[src/rtl/sslc_pkg.sv]
// Constants, types and field layout of the strap latch and clock configuration block
package sslc_pkg;
   // Register byte offsets
   localparam logic [11:0] REG_STRAP_STATUS = 12'h000;
   localparam logic [11:0] REG_GEN_CTRL = 12'h004;
   localparam logic [11:0] REG_CLK_CTRL = 12'h008;
   localparam logic [11:0] REG_MODE_STATUS = 12'h00C;
   // General control fields
   localparam int GC_CPU_DIS = 0;
   localparam int GC_CPU_BE = 1;
   localparam int GC_BOOT_MODE = 2;
   localparam int GC_SI_MST = 3;
   localparam int GC_MIIM_SLV = 4;
   localparam int GC_WIDTH = 5;
   localparam logic [4:0] GC_RESET = 5'h01;
   // Clock control fields
   localparam int CC_SECOND_EN = 0;
   localparam int CC_DIV_PRI_LSB = 1;
   localparam int CC_DIV_SEC_LSB = 4;
   localparam logic [2:0] CORE_DIV_RESET = 3'h1;
   // Second synthesizer reference frequency codes
   localparam logic [2:0] FREQ_125 = 3'h0;
   localparam logic [2:0] FREQ_156 = 3'h1;
   localparam logic [2:0] FREQ_250 = 3'h2;
   localparam logic [2:0] FREQ_25 = 3'h4;
   // Startup codes
   localparam logic [3:0] MODE_BOOT_LE = 4'h0;
   localparam logic [3:0] MODE_PCIE_P10 = 4'h1;
   localparam logic [3:0] MODE_PCIE_P6 = 4'h2;
   localparam logic [3:0] MODE_PCIE_P0 = 4'h3;
   localparam logic [3:0] MODE_PCIE_P10_N9 = 4'h4;
   localparam logic [3:0] MODE_PCIE_N9 = 4'h5;
   localparam logic [3:0] MODE_PCIE_N4 = 4'h8;
   localparam logic [3:0] MODE_PCIE_ONLY = 4'h9;
   localparam logic [3:0] MODE_MIIM_0 = 4'hA;
   localparam logic [3:0] MODE_MIIM_31 = 4'hB;
   localparam logic [3:0] MODE_BOOT_BE = 4'hC;
   localparam logic [3:0] MODE_IDLE = 4'hF;
   localparam logic [3:0] PORT_NUM_0 = 4'h0;
   localparam logic [3:0] PORT_NUM_4 = 4'h4;
   localparam logic [3:0] PORT_NUM_6 = 4'h6;
   localparam logic [3:0] PORT_NUM_9 = 4'h9;
   localparam logic [3:0] PORT_NUM_10 = 4'hA;
   localparam logic [4:0] MIIM_ADDR_31 = 5'h1F;

   typedef enum logic [3:0] {
      ST_WAIT = 4'b0001,
      ST_DECODE = 4'b0010,
      ST_LOAD = 4'b0100,
      ST_RUN = 4'b1000
   } sslc_state_t;

   typedef struct packed {
      logic pcie_en;
      logic frame_access_en;
      logic npi_en;
      logic [3:0] npi_port;
      logic npi_10g;
      logic front_en;
      logic [3:0] front_port;
      logic front_10g;
   } sslc_port_cfg_t;

   typedef struct packed {
      logic cpu_en;
      logic cpu_be;
      logic boot_flash;
      logic miim_slave_en;
      logic [4:0] miim_addr;
      logic reserved_code;
      sslc_port_cfg_t port;
   } sslc_boot_cfg_t;
endpackage : sslc_pkg

[src/rtl/sslc_cfg_if.sv]
// Interface between the strap sequencer and the startup mode decoder
`timescale 1ns/100ps
`default_nettype none
interface sslc_cfg_if;
   import sslc_pkg::*;
   logic [3:0] code;
   logic start;
   sslc_boot_cfg_t cfg;
   logic valid;
   modport seq (output code, output start, input cfg, input valid);
   modport dec (input code, input start, output cfg, output valid);
endinterface : sslc_cfg_if
`default_nettype wire

[src/rtl/sslc_mode_decode.sv]
// Startup code decoder with registered boot configuration
`timescale 1ns/100ps
`default_nettype none
module sslc_mode_decode (
   input wire logic ref_clk,
   input wire logic reset,
   sslc_cfg_if.dec cif
);
   import sslc_pkg::*;

   sslc_boot_cfg_t cfg_next;

   always_comb begin
      cfg_next = '0;
      case (cif.code)
         MODE_BOOT_LE, MODE_BOOT_BE: begin
            cfg_next.cpu_en = 1'b1;
            cfg_next.boot_flash = 1'b1;
            cfg_next.cpu_be = (cif.code == MODE_BOOT_BE);
         end
         MODE_PCIE_P10, MODE_PCIE_P6, MODE_PCIE_P0: begin
            cfg_next.port.pcie_en = 1'b1;
            cfg_next.port.frame_access_en = 1'b1;
            cfg_next.port.npi_en = 1'b1;
            cfg_next.port.npi_port = PORT_NUM_4;
            cfg_next.port.front_en = 1'b1;
            cfg_next.port.front_10g = (cif.code == MODE_PCIE_P10);
            cfg_next.port.front_port = (cif.code == MODE_PCIE_P10) ? PORT_NUM_10 :
                                       (cif.code == MODE_PCIE_P6) ? PORT_NUM_6 : PORT_NUM_0;
         end
         MODE_PCIE_P10_N9, MODE_PCIE_N9: begin
            cfg_next.port.pcie_en = 1'b1;
            cfg_next.port.frame_access_en = 1'b1;
            cfg_next.port.npi_en = 1'b1;
            cfg_next.port.npi_port = PORT_NUM_9;
            cfg_next.port.npi_10g = 1'b1;
            cfg_next.port.front_en = (cif.code == MODE_PCIE_P10_N9);
            cfg_next.port.front_port = (cif.code == MODE_PCIE_P10_N9) ? PORT_NUM_10 : PORT_NUM_0;
            cfg_next.port.front_10g = (cif.code == MODE_PCIE_P10_N9);
         end
         MODE_PCIE_N4: begin
            cfg_next.port.pcie_en = 1'b1;
            cfg_next.port.frame_access_en = 1'b1;
            cfg_next.port.npi_en = 1'b1;
            cfg_next.port.npi_port = PORT_NUM_4;
         end
         MODE_PCIE_ONLY: begin
            cfg_next.port.pcie_en = 1'b1;
         end
         MODE_MIIM_0, MODE_MIIM_31: begin
            cfg_next.miim_slave_en = 1'b1;
            cfg_next.miim_addr = (cif.code == MODE_MIIM_31) ? MIIM_ADDR_31 : 5'h00;
         end
         MODE_IDLE: begin
            cfg_next.cpu_en = 1'b0;
         end
         default: begin
            cfg_next.reserved_code = 1'b1;
         end
      endcase
   end

   always_ff @(posedge ref_clk or posedge reset) begin
      if (reset) begin
         cif.cfg <= '0;
         cif.valid <= 1'b0;
      end else if (cif.start) begin
         cif.cfg <= cfg_next;
         cif.valid <= 1'b1;
      end
   end
endmodule : sslc_mode_decode
`default_nettype wire

[src/rtl/sslc_top.sv]
// Strap latch, clock selection and boot configuration with APB registers
//
// The implementer's own choices: the register offsets and the APB interface to the registers.
`timescale 1ns/100ps
`default_nettype none
module sslc_top (
   input wire logic ref_clk,
   input wire logic reset,
   // APB slave
   input wire logic psel,
   input wire logic penable,
   input wire logic pwrite,
   input wire logic [11:0] paddr,
   input wire logic [31:0] pwdata,
   output logic [31:0] prdata,
   output logic pready,
   output logic pslverr,
   // Straps
   input wire logic second_synth_select_strap,
   input wire logic [2:0] second_synth_freq_strap,
   input wire logic [2:0] primary_synth_freq_strap,
   // Startup strap pins shared with general-purpose functions
   input wire logic [3:0] startup_pin_in,
   output logic [3:0] startup_pin_out,
   output logic [3:0] startup_pin_oe,
   input wire logic [3:0] gpio_func_out,
   input wire logic [3:0] gpio_func_oe,
   output logic [3:0] gpio_func_in,
   // Readiness of the enabled host path
   input wire logic front_port_ready,
   input wire logic pcie_ready,
   // Clock tree
   output logic core_clk_sel_second,
   output logic cpu_serdes_clk_sel_second,
   output logic second_synth_power_en,
   output logic [2:0] second_synth_freq_code,
   output logic second_synth_freq_valid,
   output logic [2:0] primary_synth_freq_code,
   output logic [2:0] primary_core_clk_div,
   output logic [2:0] second_core_clk_div,
   // Boot and host interfaces
   output logic cpu_enable,
   output logic cpu_big_endian,
   output logic boot_from_flash,
   output logic si_slave_enable,
   output logic miim_slave_enable,
   output logic [4:0] miim_slave_addr,
   output sslc_pkg::sslc_port_cfg_t port_cfg,
   output logic config_ready
);
   import sslc_pkg::*;

   sslc_state_t state_reg;
   sslc_state_t state_next;
   logic [3:0] startup_code_reg;
   logic sel_strap_reg;
   logic [2:0] sec_freq_strap_reg;
   logic [2:0] pri_freq_strap_reg;
   logic [GC_WIDTH-1:0] gen_ctrl_reg;
   logic second_reg_en_reg;
   logic [2:0] div_pri_reg;
   logic [2:0] div_sec_reg;
   logic ready_seen_reg;
   logic apb_access;
   logic apb_commit;
   logic host_path_on;
   logic second_on;
   logic [31:0] rdata_next;
   logic slverr_next;

   sslc_cfg_if cif ();

   sslc_mode_decode u_decode (
      .ref_clk(ref_clk),
      .reset(reset),
      .cif(cif.dec)
   );

   // Startup sequence: capture, decode, load, run
   always_comb begin
      state_next = state_reg;
      case (state_reg)
         ST_WAIT: state_next = ST_DECODE;
         ST_DECODE: state_next = ST_LOAD;
         ST_LOAD: state_next = ST_RUN;
         ST_RUN: state_next = ST_RUN;
         default: state_next = ST_WAIT;
      endcase
   end

   always_ff @(posedge ref_clk or posedge reset) begin
      if (reset) begin
         state_reg <= ST_WAIT;
      end else begin
         state_reg <= state_next;
      end
   end

   // Straps are sampled on the first edge after reset release only
   always_ff @(posedge ref_clk or posedge reset) begin
      if (reset) begin
         startup_code_reg <= 4'h0;
         sel_strap_reg <= 1'b0;
         sec_freq_strap_reg <= 3'h0;
         pri_freq_strap_reg <= 3'h0;
      end else if (state_reg == ST_WAIT) begin
         startup_code_reg <= startup_pin_in;
         sel_strap_reg <= second_synth_select_strap;
         sec_freq_strap_reg <= second_synth_freq_strap;
         pri_freq_strap_reg <= primary_synth_freq_strap;
      end
   end

   assign cif.code = startup_code_reg;
   assign cif.start = (state_reg == ST_DECODE);

   // APB slave: one wait state, answer on the second access cycle
   assign apb_access = psel && penable && !pready;
   assign apb_commit = psel && penable && pready;

   always_ff @(posedge ref_clk or posedge reset) begin
      if (reset) begin
         gen_ctrl_reg <= GC_RESET;
      end else if (state_reg == ST_LOAD) begin
         gen_ctrl_reg[GC_CPU_DIS] <= !cif.cfg.cpu_en;
         gen_ctrl_reg[GC_CPU_BE] <= cif.cfg.cpu_be;
         gen_ctrl_reg[GC_BOOT_MODE] <= cif.cfg.boot_flash;
         gen_ctrl_reg[GC_SI_MST] <= cif.cfg.boot_flash;
         gen_ctrl_reg[GC_MIIM_SLV] <= cif.cfg.miim_slave_en;
      end else if (apb_commit && pwrite && paddr == REG_GEN_CTRL) begin
         gen_ctrl_reg <= pwdata[GC_WIDTH-1:0];
      end
   end

   always_ff @(posedge ref_clk or posedge reset) begin
      if (reset) begin
         second_reg_en_reg <= 1'b0;
         div_pri_reg <= CORE_DIV_RESET;
         div_sec_reg <= CORE_DIV_RESET;
      end else if (apb_commit && pwrite && paddr == REG_CLK_CTRL) begin
         second_reg_en_reg <= pwdata[CC_SECOND_EN];
         div_pri_reg <= pwdata[CC_DIV_PRI_LSB +: 3];
         div_sec_reg <= pwdata[CC_DIV_SEC_LSB +: 3];
      end
   end

   always_comb begin
      rdata_next = 32'h0000_0000;
      slverr_next = 1'b0;
      if (paddr == REG_STRAP_STATUS) begin
         rdata_next[3:0] = startup_code_reg;
         rdata_next[6:4] = sec_freq_strap_reg;
         rdata_next[7] = sel_strap_reg;
         rdata_next[10:8] = pri_freq_strap_reg;
         rdata_next[11] = (state_reg == ST_RUN);
      end else if (paddr == REG_GEN_CTRL) begin
         rdata_next[GC_WIDTH-1:0] = gen_ctrl_reg;
      end else if (paddr == REG_CLK_CTRL) begin
         rdata_next[CC_SECOND_EN] = second_reg_en_reg;
         rdata_next[CC_DIV_PRI_LSB +: 3] = div_pri_reg;
         rdata_next[CC_DIV_SEC_LSB +: 3] = div_sec_reg;
      end else if (paddr == REG_MODE_STATUS) begin
         rdata_next[$bits(sslc_boot_cfg_t)-1:0] = cif.cfg;
         rdata_next[31] = ready_seen_reg;
      end else begin
         slverr_next = 1'b1;
      end
   end

   always_ff @(posedge ref_clk or posedge reset) begin
      if (reset) begin
         pready <= 1'b0;
         prdata <= 32'h0000_0000;
         pslverr <= 1'b0;
      end else begin
         pready <= apb_access;
         prdata <= (apb_access && !pwrite) ? rdata_next : 32'h0000_0000;
         pslverr <= apb_access && slverr_next;
      end
   end

   // Clock tree selection
   assign second_on = sel_strap_reg || second_reg_en_reg;

   always_ff @(posedge ref_clk or posedge reset) begin
      if (reset) begin
         core_clk_sel_second <= 1'b0;
         cpu_serdes_clk_sel_second <= 1'b0;
         second_synth_power_en <= 1'b0;
         second_synth_freq_code <= FREQ_125;
         second_synth_freq_valid <= 1'b0;
         primary_synth_freq_code <= 3'h0;
         primary_core_clk_div <= CORE_DIV_RESET;
         second_core_clk_div <= CORE_DIV_RESET;
      end else begin
         core_clk_sel_second <= sel_strap_reg;
         cpu_serdes_clk_sel_second <= 1'b0;
         second_synth_power_en <= second_on;
         second_synth_freq_valid <= second_on;
         second_synth_freq_code <= second_on ? sec_freq_strap_reg : FREQ_125;
         primary_synth_freq_code <= pri_freq_strap_reg;
         primary_core_clk_div <= div_pri_reg;
         second_core_clk_div <= second_on ? div_sec_reg : CORE_DIV_RESET;
      end
   end

   // Boot and host configuration outputs
   always_ff @(posedge ref_clk or posedge reset) begin
      if (reset) begin
         cpu_enable <= 1'b0;
         cpu_big_endian <= 1'b0;
         boot_from_flash <= 1'b0;
         si_slave_enable <= 1'b0;
         miim_slave_enable <= 1'b0;
         miim_slave_addr <= 5'h00;
         port_cfg <= '0;
         config_ready <= 1'b0;
      end else begin
         cpu_enable <= !gen_ctrl_reg[GC_CPU_DIS] && state_reg == ST_RUN;
         cpu_big_endian <= gen_ctrl_reg[GC_CPU_BE];
         boot_from_flash <= gen_ctrl_reg[GC_BOOT_MODE] && gen_ctrl_reg[GC_SI_MST];
         si_slave_enable <= !gen_ctrl_reg[GC_SI_MST] && state_reg == ST_RUN;
         miim_slave_enable <= gen_ctrl_reg[GC_MIIM_SLV];
         miim_slave_addr <= cif.cfg.miim_addr;
         port_cfg <= cif.cfg.port;
         config_ready <= (state_reg == ST_RUN);
      end
   end

   // Strap pins: inputs until the run state, then general-purpose, upper pair marks readiness
   assign host_path_on = cif.cfg.port.front_en || cif.cfg.port.pcie_en;

   always_ff @(posedge ref_clk or posedge reset) begin
      if (reset) begin
         ready_seen_reg <= 1'b0;
      end else if (state_reg == ST_RUN && host_path_on
                   && ((cif.cfg.port.front_en && front_port_ready)
                       || (cif.cfg.port.pcie_en && pcie_ready))) begin
         ready_seen_reg <= 1'b1;
      end
   end

   always_ff @(posedge ref_clk or posedge reset) begin
      if (reset) begin
         startup_pin_out <= 4'h0;
         startup_pin_oe <= 4'h0;
         gpio_func_in <= 4'h0;
      end else if (state_reg == ST_RUN) begin
         startup_pin_out[1:0] <= gpio_func_out[1:0];
         startup_pin_oe[1:0] <= gpio_func_oe[1:0];
         startup_pin_out[3:2] <= ready_seen_reg ? 2'h3 : gpio_func_out[3:2];
         startup_pin_oe[3:2] <= ready_seen_reg ? 2'h3 : gpio_func_oe[3:2];
         gpio_func_in <= startup_pin_in;
      end
   end
endmodule : sslc_top
`default_nettype wire

[config.mk]
export PLATFORM = sky130hd
export DESIGN_NAME = sslc_top
export DESIGN_NICKNAME = d
export VERILOG_FILES = /design/src/rtl/sslc_pkg.sv /design/src/rtl/sslc_cfg_if.sv /design/src/rtl/sslc_mode_decode.sv /design/src/rtl/sslc_top.sv
export SDC_FILE = /design/constraint.sdc
export NUM_CORES = 1
export LEC_CHECK = 0
export BUFFER_PORTS_ARGS = -buffer_cell sky130_fd_sc_hd__buf_2
export CORE_ASPECT_RATIO = 0.8
export CORE_UTILIZATION = 38
export DETAILED_ROUTE_END_ITERATION = 12
export PLACE_DENSITY_LB_ADDON = 0.12
export SLEW_MARGIN = 20
export SYNTH_ARGS = -nofsm -noshare
export SYNTH_HDL_FRONTEND = slang
export SYNTH_SLANG_ARGS = --single-unit
[constraint.sdc]
create_clock -name ref_clk -period 6.05 [get_ports ref_clk]
set_clock_uncertainty 0.2 [all_clocks]
set_input_delay 0.3025 -clock ref_clk [delete_from_list [all_inputs] [get_ports ref_clk]]
set_output_delay 0.3025 -clock ref_clk [all_outputs]
set_load 0.1 [all_outputs]
==> results.json, run 1 <==
{
  "antennaDiodeCount": 0,
  "layout_min_cycle_time_ns": 2.55,
  "final_stage_net_count": 552,
  "final_hold_viol_count": 0,
  "clkLatencyLatePin_ns": 0.35,
  "die-height_um": 96.6,
  "final_layout_setup_total_negative_slack_ns": 0,
  "drc_errors": 0,
  "worstPathRequired_ns": 6.13,
  "max_flop_register": "prdata",
  "cts-buffers-inserted": 9,
  "detail_route.wirelength_um": 8930,
  "cpLargestDelayFamily": "simple AND/OR/NAND/NOR gates",
  "tightestPinTransition_ns": 0.880,
  "synth.avg_cell_area_um2": 12.0,
  "track_usage_pct": 16.5,
  "grt_overflow_total": 0,
  "first_global_vias": 2879,
  "clk_pin_slew_worst_paths_ns": 0.07,
  "outcome": "complete, no violations",
  "final_layout_size_suffix_gt1_share_pct": 36.6,
  "timing.final.max_slew_violations": 0,
  "sinks_on_clock_net": 106,
  "fp.dieArea_mm2": 0.0116,
  "hp-class": "in -> reg",
  "timing.critical_path.from_type": "input pin",
  "cts-resized-gates": 0,
  "antenna_found_initial": 0,
  "critical_path.max_stage_delay_ns": 0.61,
  "cp_slowest_cell": "nand4_1",
  "async_flop_share_pct": 100,
  "clock_tree_from_tritoncts": "built",
  "syn_to_final_growth_pct": 25.6,
  "synth_top_area_share_pct": 58.9,
  "grt_max_degree": 74,
  "port_buffers": 121,
  "floorplan.io_pins": 157,
  "largest_register_ffs": 20,
  "number_of_antenna_violating_nets_in_the_routed_design": 0,
  "vias": 2980,
  "floorplan.die.width_um": 120,
  "hpwl_um": 6140,
  "row_count": 34,
  "max-clock-path-buffers": 2,
  "floorplan.initialDensity_pct": 39.0,
  "wl_per_cell_um": 14.1,
  "post_layout_nonfiller_instances": 631,
  "netlist.top_cell.by_area": "dfrtp_1",
  "worstSetupEndpointType": "register",
  "cap_violations": 0,
  "synth.cell_area_mm2": 0.00425,
  "peakVddDrop_uv": 163,
  "placedInstanceArea_mm2": 0.00486,
  "stdcell_area_mm2": 0.00534,
  "final_core_util_pct": 49.0,
  "synth.yosys.warnings": 0,
  "routed_via_density": 4.72,
  "most_used_flip_flop_cell_after_synthesis": "dfrtp_1",
  "drt_iter0_drc": 110,
  "grt_setup_unrepaired": "no",
  "critical_path.cell_chain": "dlygate4sd3_1, buf_2, nor4bb_1, nand4_1, nor2_1, and2_1",
  "highest_clock_rate_mhz": 393,
  "grt_pass1_wl_um": 14400,
  "worst-path-max-fanout": 13,
  "firstDrtPassIters": 4,
  "post_synth_main_area_contributors": "dfrtp_1 59%, mux2_2 5.8%, nand2_1 4.5%",
  "clock_tree.root_cell": "clkbuf_16",
  "cts.htree.levels": 3,
  "setup_viol": 0,
  "slew-limit-headroom_pct": 41.3,
  "replace_congestion": 0.746,
  "ys_ff_latch": 106,
  "sequential_area_share_after_synthesis_pct": 62.6,
  "timing_worst_setup_path_type": "in -> reg",
  "period_share_pct": 42.1,
  "netlist_instances": 355,
  "power.density_mw_per_mm2": 285,
  "worstPathArrival_ns": 2.63,
  "dp_cells": 595,
  "synth.distinct_cells": 44,
  "post_cts_buffers": 0,
  "power.static_leakage_nw": 2.69,
  "synth_edf_count": 0,
  "fp.coreArea_mm2": 0.0109,
  "worst-path-buf-inv": 2,
  "reg_top3": "prdata: 20 flops, u_decode.cif.cfg: 14 flops, port_cfg: 9 flops"
}
## cell type report
cell class,count,area [µm²]
Clock buffer,12,256
Clock inverter,4,26.3
Fill cell,1029,5550
Inverter,8,32.5
Multi-Input combinational cell,214,1360
Sequential cell,106,2660
Tap cell,144,180
Timing Repair Buffer,143,821
## placed cells by master, fill, tap and decap left out, drive strengths merged, types with 2 or more instances in the layout
cell         count
a21oi            8
mux2            22
clkbuf          12
nor4b            2
nand2           51
nor4             2
nor2            32
nand3            4
a22o             2
conb            10
dfstp            6
dfrtp          100
a22oi            3
mux2i            7
nand2b           4
o41ai            3
dlygate4sd3     20
nor2b            8
buf            123
clkinv           4
nand4            2
o31ai            2
o21ai           12
nor3             5
xor2             4
or2              2
and2            11
a211oi           4
inv              7
o22ai            4
nand3b           3
## cell usage after synthesis, types with 2 or more instances
master,n
clkbuf_1,9
dfstp_2,6
o22ai_1,4
mux2i_1,7
buf_2,2
a21oi_1,8
o41ai_2,2
nand2b_1,4
nor2b_1,8
nand4_1,2
nor2_1,32
dfrtp_1,100
and2_1,11
nand3b_1,3
inv_1,7
buf_4,23
nand2_1,51
or2_2,2
nand3_1,3
o21ai_0,12
a22oi_1,3
nor4_4,2
a22o_1,2
a211oi_1,4
xor2_1,4
mux2_2,22
nor3_1,4
nor4b_2,2
## worst reg2reg max path, delay by kind of cell (launching register included)
| family | cells | cell delay (ns) |
|---|---|---|
| compound gates | 1 | 0.33 |
| buf+inv | 1 | 0.63 |
| flops | 1 | 0.57 |
| simple gates | 3 | 0.67 |
## kinds of logic after synthesis
kind of cell | count (synthesis) | synth area share (%)
buffers and inverters | 44 | 6.15
XOR/XNOR | 5 | 1.03
AND/OR/NAND/NOR | 128 | 15.6
AO/OA/AOI/OAI | 42 | 7.04
multiplexers | 29 | 7.48
other | 1 | 0.0882
flip-flops | 106 | 62.6
## power breakdown
| group | switching (mW) | internal, mW | total [mW] |
|---|---|---|---|
| clock network | 0.250 | 0.301 | 0.551 |
| logic | 0.175 | 0.0466 | 0.222 |
| registers | 0.0188 | 0.730 | 0.749 |
## repair_timing
action / in CTS / in global routing
hold buffers: 20 / 0
setup endpoints to repair: 0 / 0
endpoints found under the hold margin: 53 / 0
## metrics by stage
step	hold slack, ns	power (mW)	setup WS [ns]
final	0.0170	1.52	3.50
after global routing	0.0159	1.59	3.24
after CTS	0.00689	1.54	3.50
after detailed placement	0.138	0.976	3.51
after global placement	0.134	0.975	3.53
after floorplan	0.154	0.937	2.77
## per-layer routing
layer | vias to the layer above | part of all wire (%) | track usage, % | wire, µm
li1 | 1415 | - | - | -
met1 | 1458 | 45 | 21.3 | 3990
met2 | 95 | 47 | 25.5 | 4190
met3 | 12 | 7.3 | 6.81 | 655
met4 | 0 | 1.1 | 5.35 | 95
met5 | - | 0 | 0 | 0
## worst paths after layout
check / start / end / slack [ns] / cells after the start
worst max-delay path: penable / prdata[19] / 3.50 / 6
worst max register to register: state_reg[0] / prdata[11] / 3.53 / 5
worst min-delay path: pwdata[2] / div_pri_reg[1] / 0.02 / 2
max in group asynchronous: reset / prdata[7] / 4.13 / 4
min in group asynchronous: reset / prdata[13] / 0.30 / 3
worst min register to register: gen_ctrl_reg[1] / cpu_big_endian / 0.18 / 0
(Power assumes the default switching activity.)
==> inputs of run 2 (changes only) <==
--- a/config.mk
+++ b/config.mk
@@ -5,6 +5,7 @@
 export SDC_FILE = /design/constraint.sdc
 export NUM_CORES = 1
 export LEC_CHECK = 0
+export ABC_AREA = 1
 export BUFFER_PORTS_ARGS = -buffer_cell sky130_fd_sc_hd__buf_2
 export CORE_ASPECT_RATIO = 0.8
 export CORE_UTILIZATION = 38
==> constraint.sdc (replaced) <==
create_clock -name ref_clk -period 2.5 [get_ports ref_clk]
set_clock_uncertainty 0.2 [all_clocks]
set_input_delay 0.125 -clock ref_clk [delete_from_list [all_inputs] [get_ports ref_clk]]
set_output_delay 0.125 -clock ref_clk [all_outputs]
set_load 0.1 [all_outputs]
==> results.json, run 2 <==
{
  "highest_clock_rate_mhz": 546,
  "detail_route.wirelength_um": 9690,
  "drc_errors": 0,
  "sequential_area_share_after_synthesis_pct": 62.5,
  "power.static_leakage_nw": 2.94,
  "clock_tree_from_tritoncts": "built",
  "max-clock-path-buffers": 2,
  "track_usage_pct": 18.0,
  "replace_congestion": 0.807,
  "timing.final.max_slew_violations": 0,
  "clock_tree.root_cell": "clkbuf_16",
  "wl_per_cell_um": 13.0,
  "post_synth_main_area_contributors": "dfrtp_1 59%, nand2_1 8.5%, nor2_1 5.3%",
  "clk_pin_slew_worst_paths_ns": 0.07,
  "row_count": 34,
  "synth.distinct_cells": 28,
  "yosysMostFrequentCell": "dfrtp_1",
  "first_global_vias": 3202,
  "worst-path-max-fanout": 3,
  "cpLargestDelayFamily": "buffers and inverters",
  "syn_to_final_growth_pct": 31.0,
  "reg2reg_slack_ns": 0.67,
  "mostFrequentLayoutCell": "buf_2",
  "synth_top_area_share_pct": 58.8,
  "worstPathRequired_ns": 2.59,
  "min_path_cells": 5,
  "post_place_setup_slack_ns": 0.757,
  "worstSetupEndpointType": "register",
  "die-height_um": 96.6,
  "crit-reg2reg-launch": "pready",
  "stdcell_area_mm2": 0.00557,
  "post_cts_buffers": 0,
  "period_share_pct": 73.3,
  "antenna_found_initial": 0,
  "final_layout_size_suffix_gt1_share_pct": 27.4,
  "netlist.top_cell.by_area": "dfrtp_1",
  "outcome": "complete, no violations",
  "hold_start": "paddr[0]",
  "hp-class": "in -> reg",
  "worst-path-buf-inv": 3,
  "antennaDiodeCount": 0,
  "fp.dieArea_mm2": 0.0116,
  "sinks_on_clock_net": 106,
  "synth.yosys.warnings": 0,
  "fin_ws_ns": 0.668,
  "worst_hold_path.endpoint": "pslverr",
  "worstPathArrival_ns": 1.92,
  "cts-buffers-inserted": 9,
  "reg_top3": "prdata: 20 flops, u_decode.cif.cfg: 14 flops, port_cfg: 9 flops",
  "vias": 3308,
  "setup_viol": 0,
  "final_core_util_pct": 51.1,
  "dp_cells": 697,
  "largest_register_ffs": 20,
  "firstDrtPassIters": 4,
  "number_of_antenna_violating_nets_in_the_routed_design": 0,
  "grt_pass1_wl_um": 16000,
  "grt_max_degree": 56,
  "cap_violations": 0,
  "synth.avg_cell_area_um2": 9.45,
  "netlist_instances": 450,
  "synth_edf_count": 0,
  "final_layout_setup_total_negative_slack_ns": 0,
  "drt_iter0_drc": 148,
  "peakVddDrop_uv": 351,
  "layout_min_cycle_time_ns": 1.83,
  "tightestPinTransition_ns": 0.628,
  "crit_top_cell": "nand2_1",
  "synth.cell_area_mm2": 0.00425,
  "most_used_flip_flop_cell_after_synthesis": "dfrtp_1",
  "timing_worst_setup_path_type": "reg -> reg",
  "cp_slowest_cell": "dlygate4sd3_1",
  "hold_buffers": 33,
  "clkLatencyLatePin_ns": 0.34,
  "most_frequent_cells_in_the_layout": "121 x buf_2, 100 x dfrtp_1, 96 x nand2_1",
  "async_flop_share_pct": 100,
  "number_of_cells_traversed_by_the_worst_register_to_register_path": 8,
  "timing.critical_path.from_type": "register",
  "power.density_mw_per_mm2": 694,
  "floorplan.io_pins": 157,
  "ys_ff_latch": 106,
  "floorplan.die.width_um": 120,
  "fp.coreArea_mm2": 0.0109,
  "placedInstanceArea_mm2": 0.00491,
  "cts.htree.levels": 3,
  "port_buffers": 121,
  "critical_path.cell_chain": "inv_1, nand3_1, dlygate4sd3_1, inv_1, nand2_1, nor2_1, nand2_1, nand2_1",
  "floorplan.initialDensity_pct": 39.1,
  "hpwl_um": 7050,
  "grt_overflow_total": 0,
  "slew-limit-headroom_pct": 58.1,
  "routed_via_density": 4.43,
  "critical_path.max_stage_delay_ns": 0.59,
  "grt_setup_unrepaired": "no",
  "final_stage_net_count": 667,
  "cts-resized-gates": 0,
  "reg2reg_to": "prdata[5]",
  "post_synth_most_frequent_cells": "100 x dfrtp_1, 96 x nand2_1, 60 x nor2_1",
  "post_layout_nonfiller_instances": 746,
  "max_flop_register": "prdata",
  "final_hold_viol_count": 0
}
-- run 2: per-stage QoR --
step           hold WS [ns]  power, mW
2_1_floorplan        0.0346       2.23
3_3_place_gp         0.0437       2.32
3_5_place_dp         0.0436       2.32
4_1_cts              0.0430       3.91
5_1_grt              0.0879       4.02
6_report             0.0527       3.86
-- run 2: routing by layer --
layer  part of all wire, %  wire length (µm)  track usage, %  vias to the layer above
li1                      -                 -               -                     1666
met1                    50              4810            25.4                     1555
met2                    45              4360            27.1                       77
met3                   4.5               432            4.83                       10
met4                  0.89                86            5.13                        0
met5                     0                 0               0                        -
-- run 2: worst max path at each step --
| stage | depth (start not counted) | endpoint | start | slack, ns |
|---|---|---|---|---|
| floorplan | 6 | div_sec_reg[2] | pready | 0.58 |
| global route | 8 | prdata[5] | pready | 0.53 |
| CTS | 8 | prdata[5] | pready | 0.68 |
| detailed placement | 5 | u_decode.cif.cfg[0] | state_reg[3] | 0.76 |
| global placement | 7 | prdata[11] | paddr[11] | 0.77 |
| finish | 8 | prdata[5] | pready | 0.67 |
-- run 2: report_power, final --
part           total (mW)  switching (mW)  internal [mW]
Sequential           1.80          0.0351           1.77
Clock                1.54           0.605          0.933
Combinational       0.526           0.413          0.113
-- run 2: worst register-to-register path: cells and delay by family, from the launching register on --
| family | cells | cell delay, ns |
|---|---|---|
| buffers and inverters | 3 | 0.73 |
| AND/OR/NAND/NOR | 5 | 0.46 |
| flip-flops | 1 | 0.39 |
-- run 2: layout make-up --
class                      instances  area [µm²]
clock buffer                      12         256
clock inverter                     4        73.8
fill                            1061        5320
inverter                          53         203
multi-input combinational        266        1200
sequential                       106        2660
tap                              144         180
timing repair buffer             161        1000
-- run 2: logic make-up (layout without fill, tap and decap cells) --
kind of cell           after synthesis  in the layout  synth area share (%)
other                                1             10                0.0882
DFF                                106            106                  62.5
and+or+nand+nor                    191            191                  18.9
buffers and inverters               87            230                  10.1
AOI/OAI and AO/OA                   65             65                  8.30
==> inputs of run 3 (changes only) <==
==> constraint.sdc (replaced) <==
create_clock -name ref_clk -period 1.45 [get_ports ref_clk]
set_clock_uncertainty 0.2 [all_clocks]
set_input_delay 0.0725 -clock ref_clk [delete_from_list [all_inputs] [get_ports ref_clk]]
set_output_delay 0.0725 -clock ref_clk [all_outputs]
set_load 0.1 [all_outputs]
==> results.json, run 3 (synthesis gave the netlist of run 2 again) <==
{
  "highest_clock_rate_mhz": 677,
  "worst_hold_path.endpoint": "prdata[11]",
  "grt_max_degree": 74,
  "holdWs_ns": 0.0486,
  "peakVddDrop_uv": 540,
  "worstSetupEndpointType": "register",
  "cts-buffers-inserted": 9,
  "layout_min_cycle_time_ns": 1.48,
  "outcome": "finished, violations left",
  "die-height_um": 96.6,
  "reg_top3": "prdata: 20 flops, u_decode.cif.cfg: 14 flops, port_cfg: 9 flops",
  "final_hold_viol_count": 0,
  "cap_violations": 0,
  "drc_errors": 0,
  "failing_checks": "setup timing",
  "row_count": 34,
  "floorplan.io_pins": 157,
  "grt_overflow_total": 0,
  "clk_pin_slew_worst_paths_ns": 0.07,
  "timing_worst_setup_path_type": "reg -> reg",
  "worst-path-max-fanout": 8,
  "clkLatencyLatePin_ns": 0.35,
  "antenna_found_initial": 0,
  "power.density_mw_per_mm2": 1070,
  "routed_via_density": 4.48,
  "crit-reg2reg-launch": "state_reg[0]",
  "floorplan.die.width_um": 120,
  "clock_tree.root_cell": "clkbuf_16",
  "fp.dieArea_mm2": 0.0116,
  "timing.final.max_slew_violations": 0,
  "number_of_antenna_violating_nets_in_the_routed_design": 0,
  "syn_to_final_growth_pct": 48.2,
  "power.static_leakage_nw": 3.24,
  "period_share_pct": 102,
  "reg2reg_to": "u_decode.cif.cfg[22]",
  "first_global_vias": 3415,
  "total_power_mw": 6.72,
  "power.switching_mw": 1.87,
  "max_flop_register": "prdata",
  "max-clock-path-buffers": 2,
  "seq_power_share_pct": 46.2,
  "hpwl_um": 7250,
  "floorplan.initialDensity_pct": 39.1,
  "reg2reg_slack_ns": -0.03,
  "clock_tree_from_tritoncts": "built",
  "track_usage_pct": 18.7,
  "setup_viol": 4,
  "port_buffers": 121,
  "share_clk_of_total_power_pct": 39.1,
  "hp-class": "in -> reg",
  "netSwitchingFraction_pct": 27.8,
  "min_path_cells": 6,
  "mostFrequentLayoutCell": "buf_2",
  "worstPathRequired_ns": 1.51,
  "replace_congestion": 0.814,
  "grt_setup_unrepaired": "yes",
  "internal_power_mw": 4.85,
  "worstPathArrival_ns": 1.54,
  "timing.critical_path.from_type": "register",
  "final_stage_net_count": 710,
  "hold_start": "paddr[8]",
  "wl_per_cell_um": 13.4,
  "number_of_cells_traversed_by_the_worst_register_to_register_path": 6,
  "grt_pass1_wl_um": 16800,
  "drt_iter0_drc": 117,
  "detail_route.wirelength_um": 10600,
  "fin_ws_ns": -0.0277,
  "num-fill-cells": 979,
  "final_layout_size_suffix_gt1_share_pct": 40.9,
  "antennaDiodeCount": 0,
  "fp.coreArea_mm2": 0.0109,
  "power.combinational.fraction_pct": 14.7,
  "largest_register_ffs": 20,
  "sinks_on_clock_net": 106,
  "vias": 3534,
  "cts.htree.levels": 3,
  "most_frequent_cells_in_the_layout": "104 x buf_2, 91 x dfrtp_1, 83 x nand2_1",
  "firstDrtPassIters": 4
}
[run 3: changes by cell type in the layout (fill, tap and decap cells not counted), moves of 13 or more]
cell,change
o21ai_0,-21
clkbuf_4,+14
buf_2,-17
buf_4,+29
o21ai_1,+14
nand2_1,-13
[run 3: power groups by stage]
stage	registers, mW	clock network (mW)	logic [mW]
5_1_grt	3.12	2.82	1.05
2_1_floorplan	3.49	0	0.367
6_report	3.11	2.63	0.991
4_1_cts	3.10	2.69	0.968
3_3_place_gp	3.16	0	0.889
3_5_place_dp	3.16	0	0.897
[run 3: repair_timing]
item,CTS,global route
endpoints found under the setup margin,13,55
endpoints found under the hold margin,149,0
gates resized for setup,10,82
buffers inserted,1,4
hold buffers,34,0
pin swaps,1,10
cloned,0,2
[run 3: stage by stage]
stage          utilization [%]  worst slack (ns)  instances  cell area [µm²]  setup TNS, ns
2_1_floorplan                -            -0.202        459             4350         -12.69
3_3_place_gp              48.7           -0.0203        732             5300        -0.0376
3_5_place_dp              48.7           -0.0426        732             5300         -0.290
4_1_cts                   55.2         -0.000291        783             6010      -0.000291
5_1_grt                   57.9            -0.117        789             6300          -2.07
6_report                  57.9           -0.0277        789             6300        -0.0497
[run 3: worst max-delay path by stage]
| stage | slack, ns | cells past startpoint | endpoint | startpoint |
|---|---|---|---|---|
| floorplan | -0.20 | 1 | miim_slave_addr[3] | reset |
| global route | -0.12 | 7 | prdata[7] | pready |
| CTS | -0.0003 | 6 | u_decode.cif.cfg[22] | state_reg[0] |
| global placement | -0.02 | 5 | state_reg[0] | state_reg[0] |
| finish | -0.03 | 6 | u_decode.cif.cfg[22] | state_reg[0] |
| detailed placement | -0.04 | 9 | prdata[1] | paddr[9] |
[run 3: layout make-up]
cell class | count | area, µm² | share of cell area, %
clock buffer | 12 | 246 | 3.91
timing repair buffer | 204 | 1510 | 23.9
multi-input combinational | 266 | 1410 | 22.4
tap | 144 | 180 | 2.86
sequential | 106 | 2670 | 42.4
inverter | 53 | 205 | 3.26
clock inverter | 4 | 75.1 | 1.19
[run 3: critical path: stages, from the launching register on]
cell	delay [ns]
dfstp_2	0.39
buf_6	0.12
nor3_4	0.23
buf_6	0.18
buf_6	0.12
nand4_1	0.07
o21ai_1	0.09
[run 3: per-layer routing]
metal | track usage, % | vias to the layer above | wire (µm)
li1 | - | 1757 | -
met3 | 4.72 | 13 | 490
met1 | 27.1 | 1670 | 5210
met2 | 27.9 | 94 | 4730
met4 | 5.13 | 0 | 142
met5 | 0 | - | 0
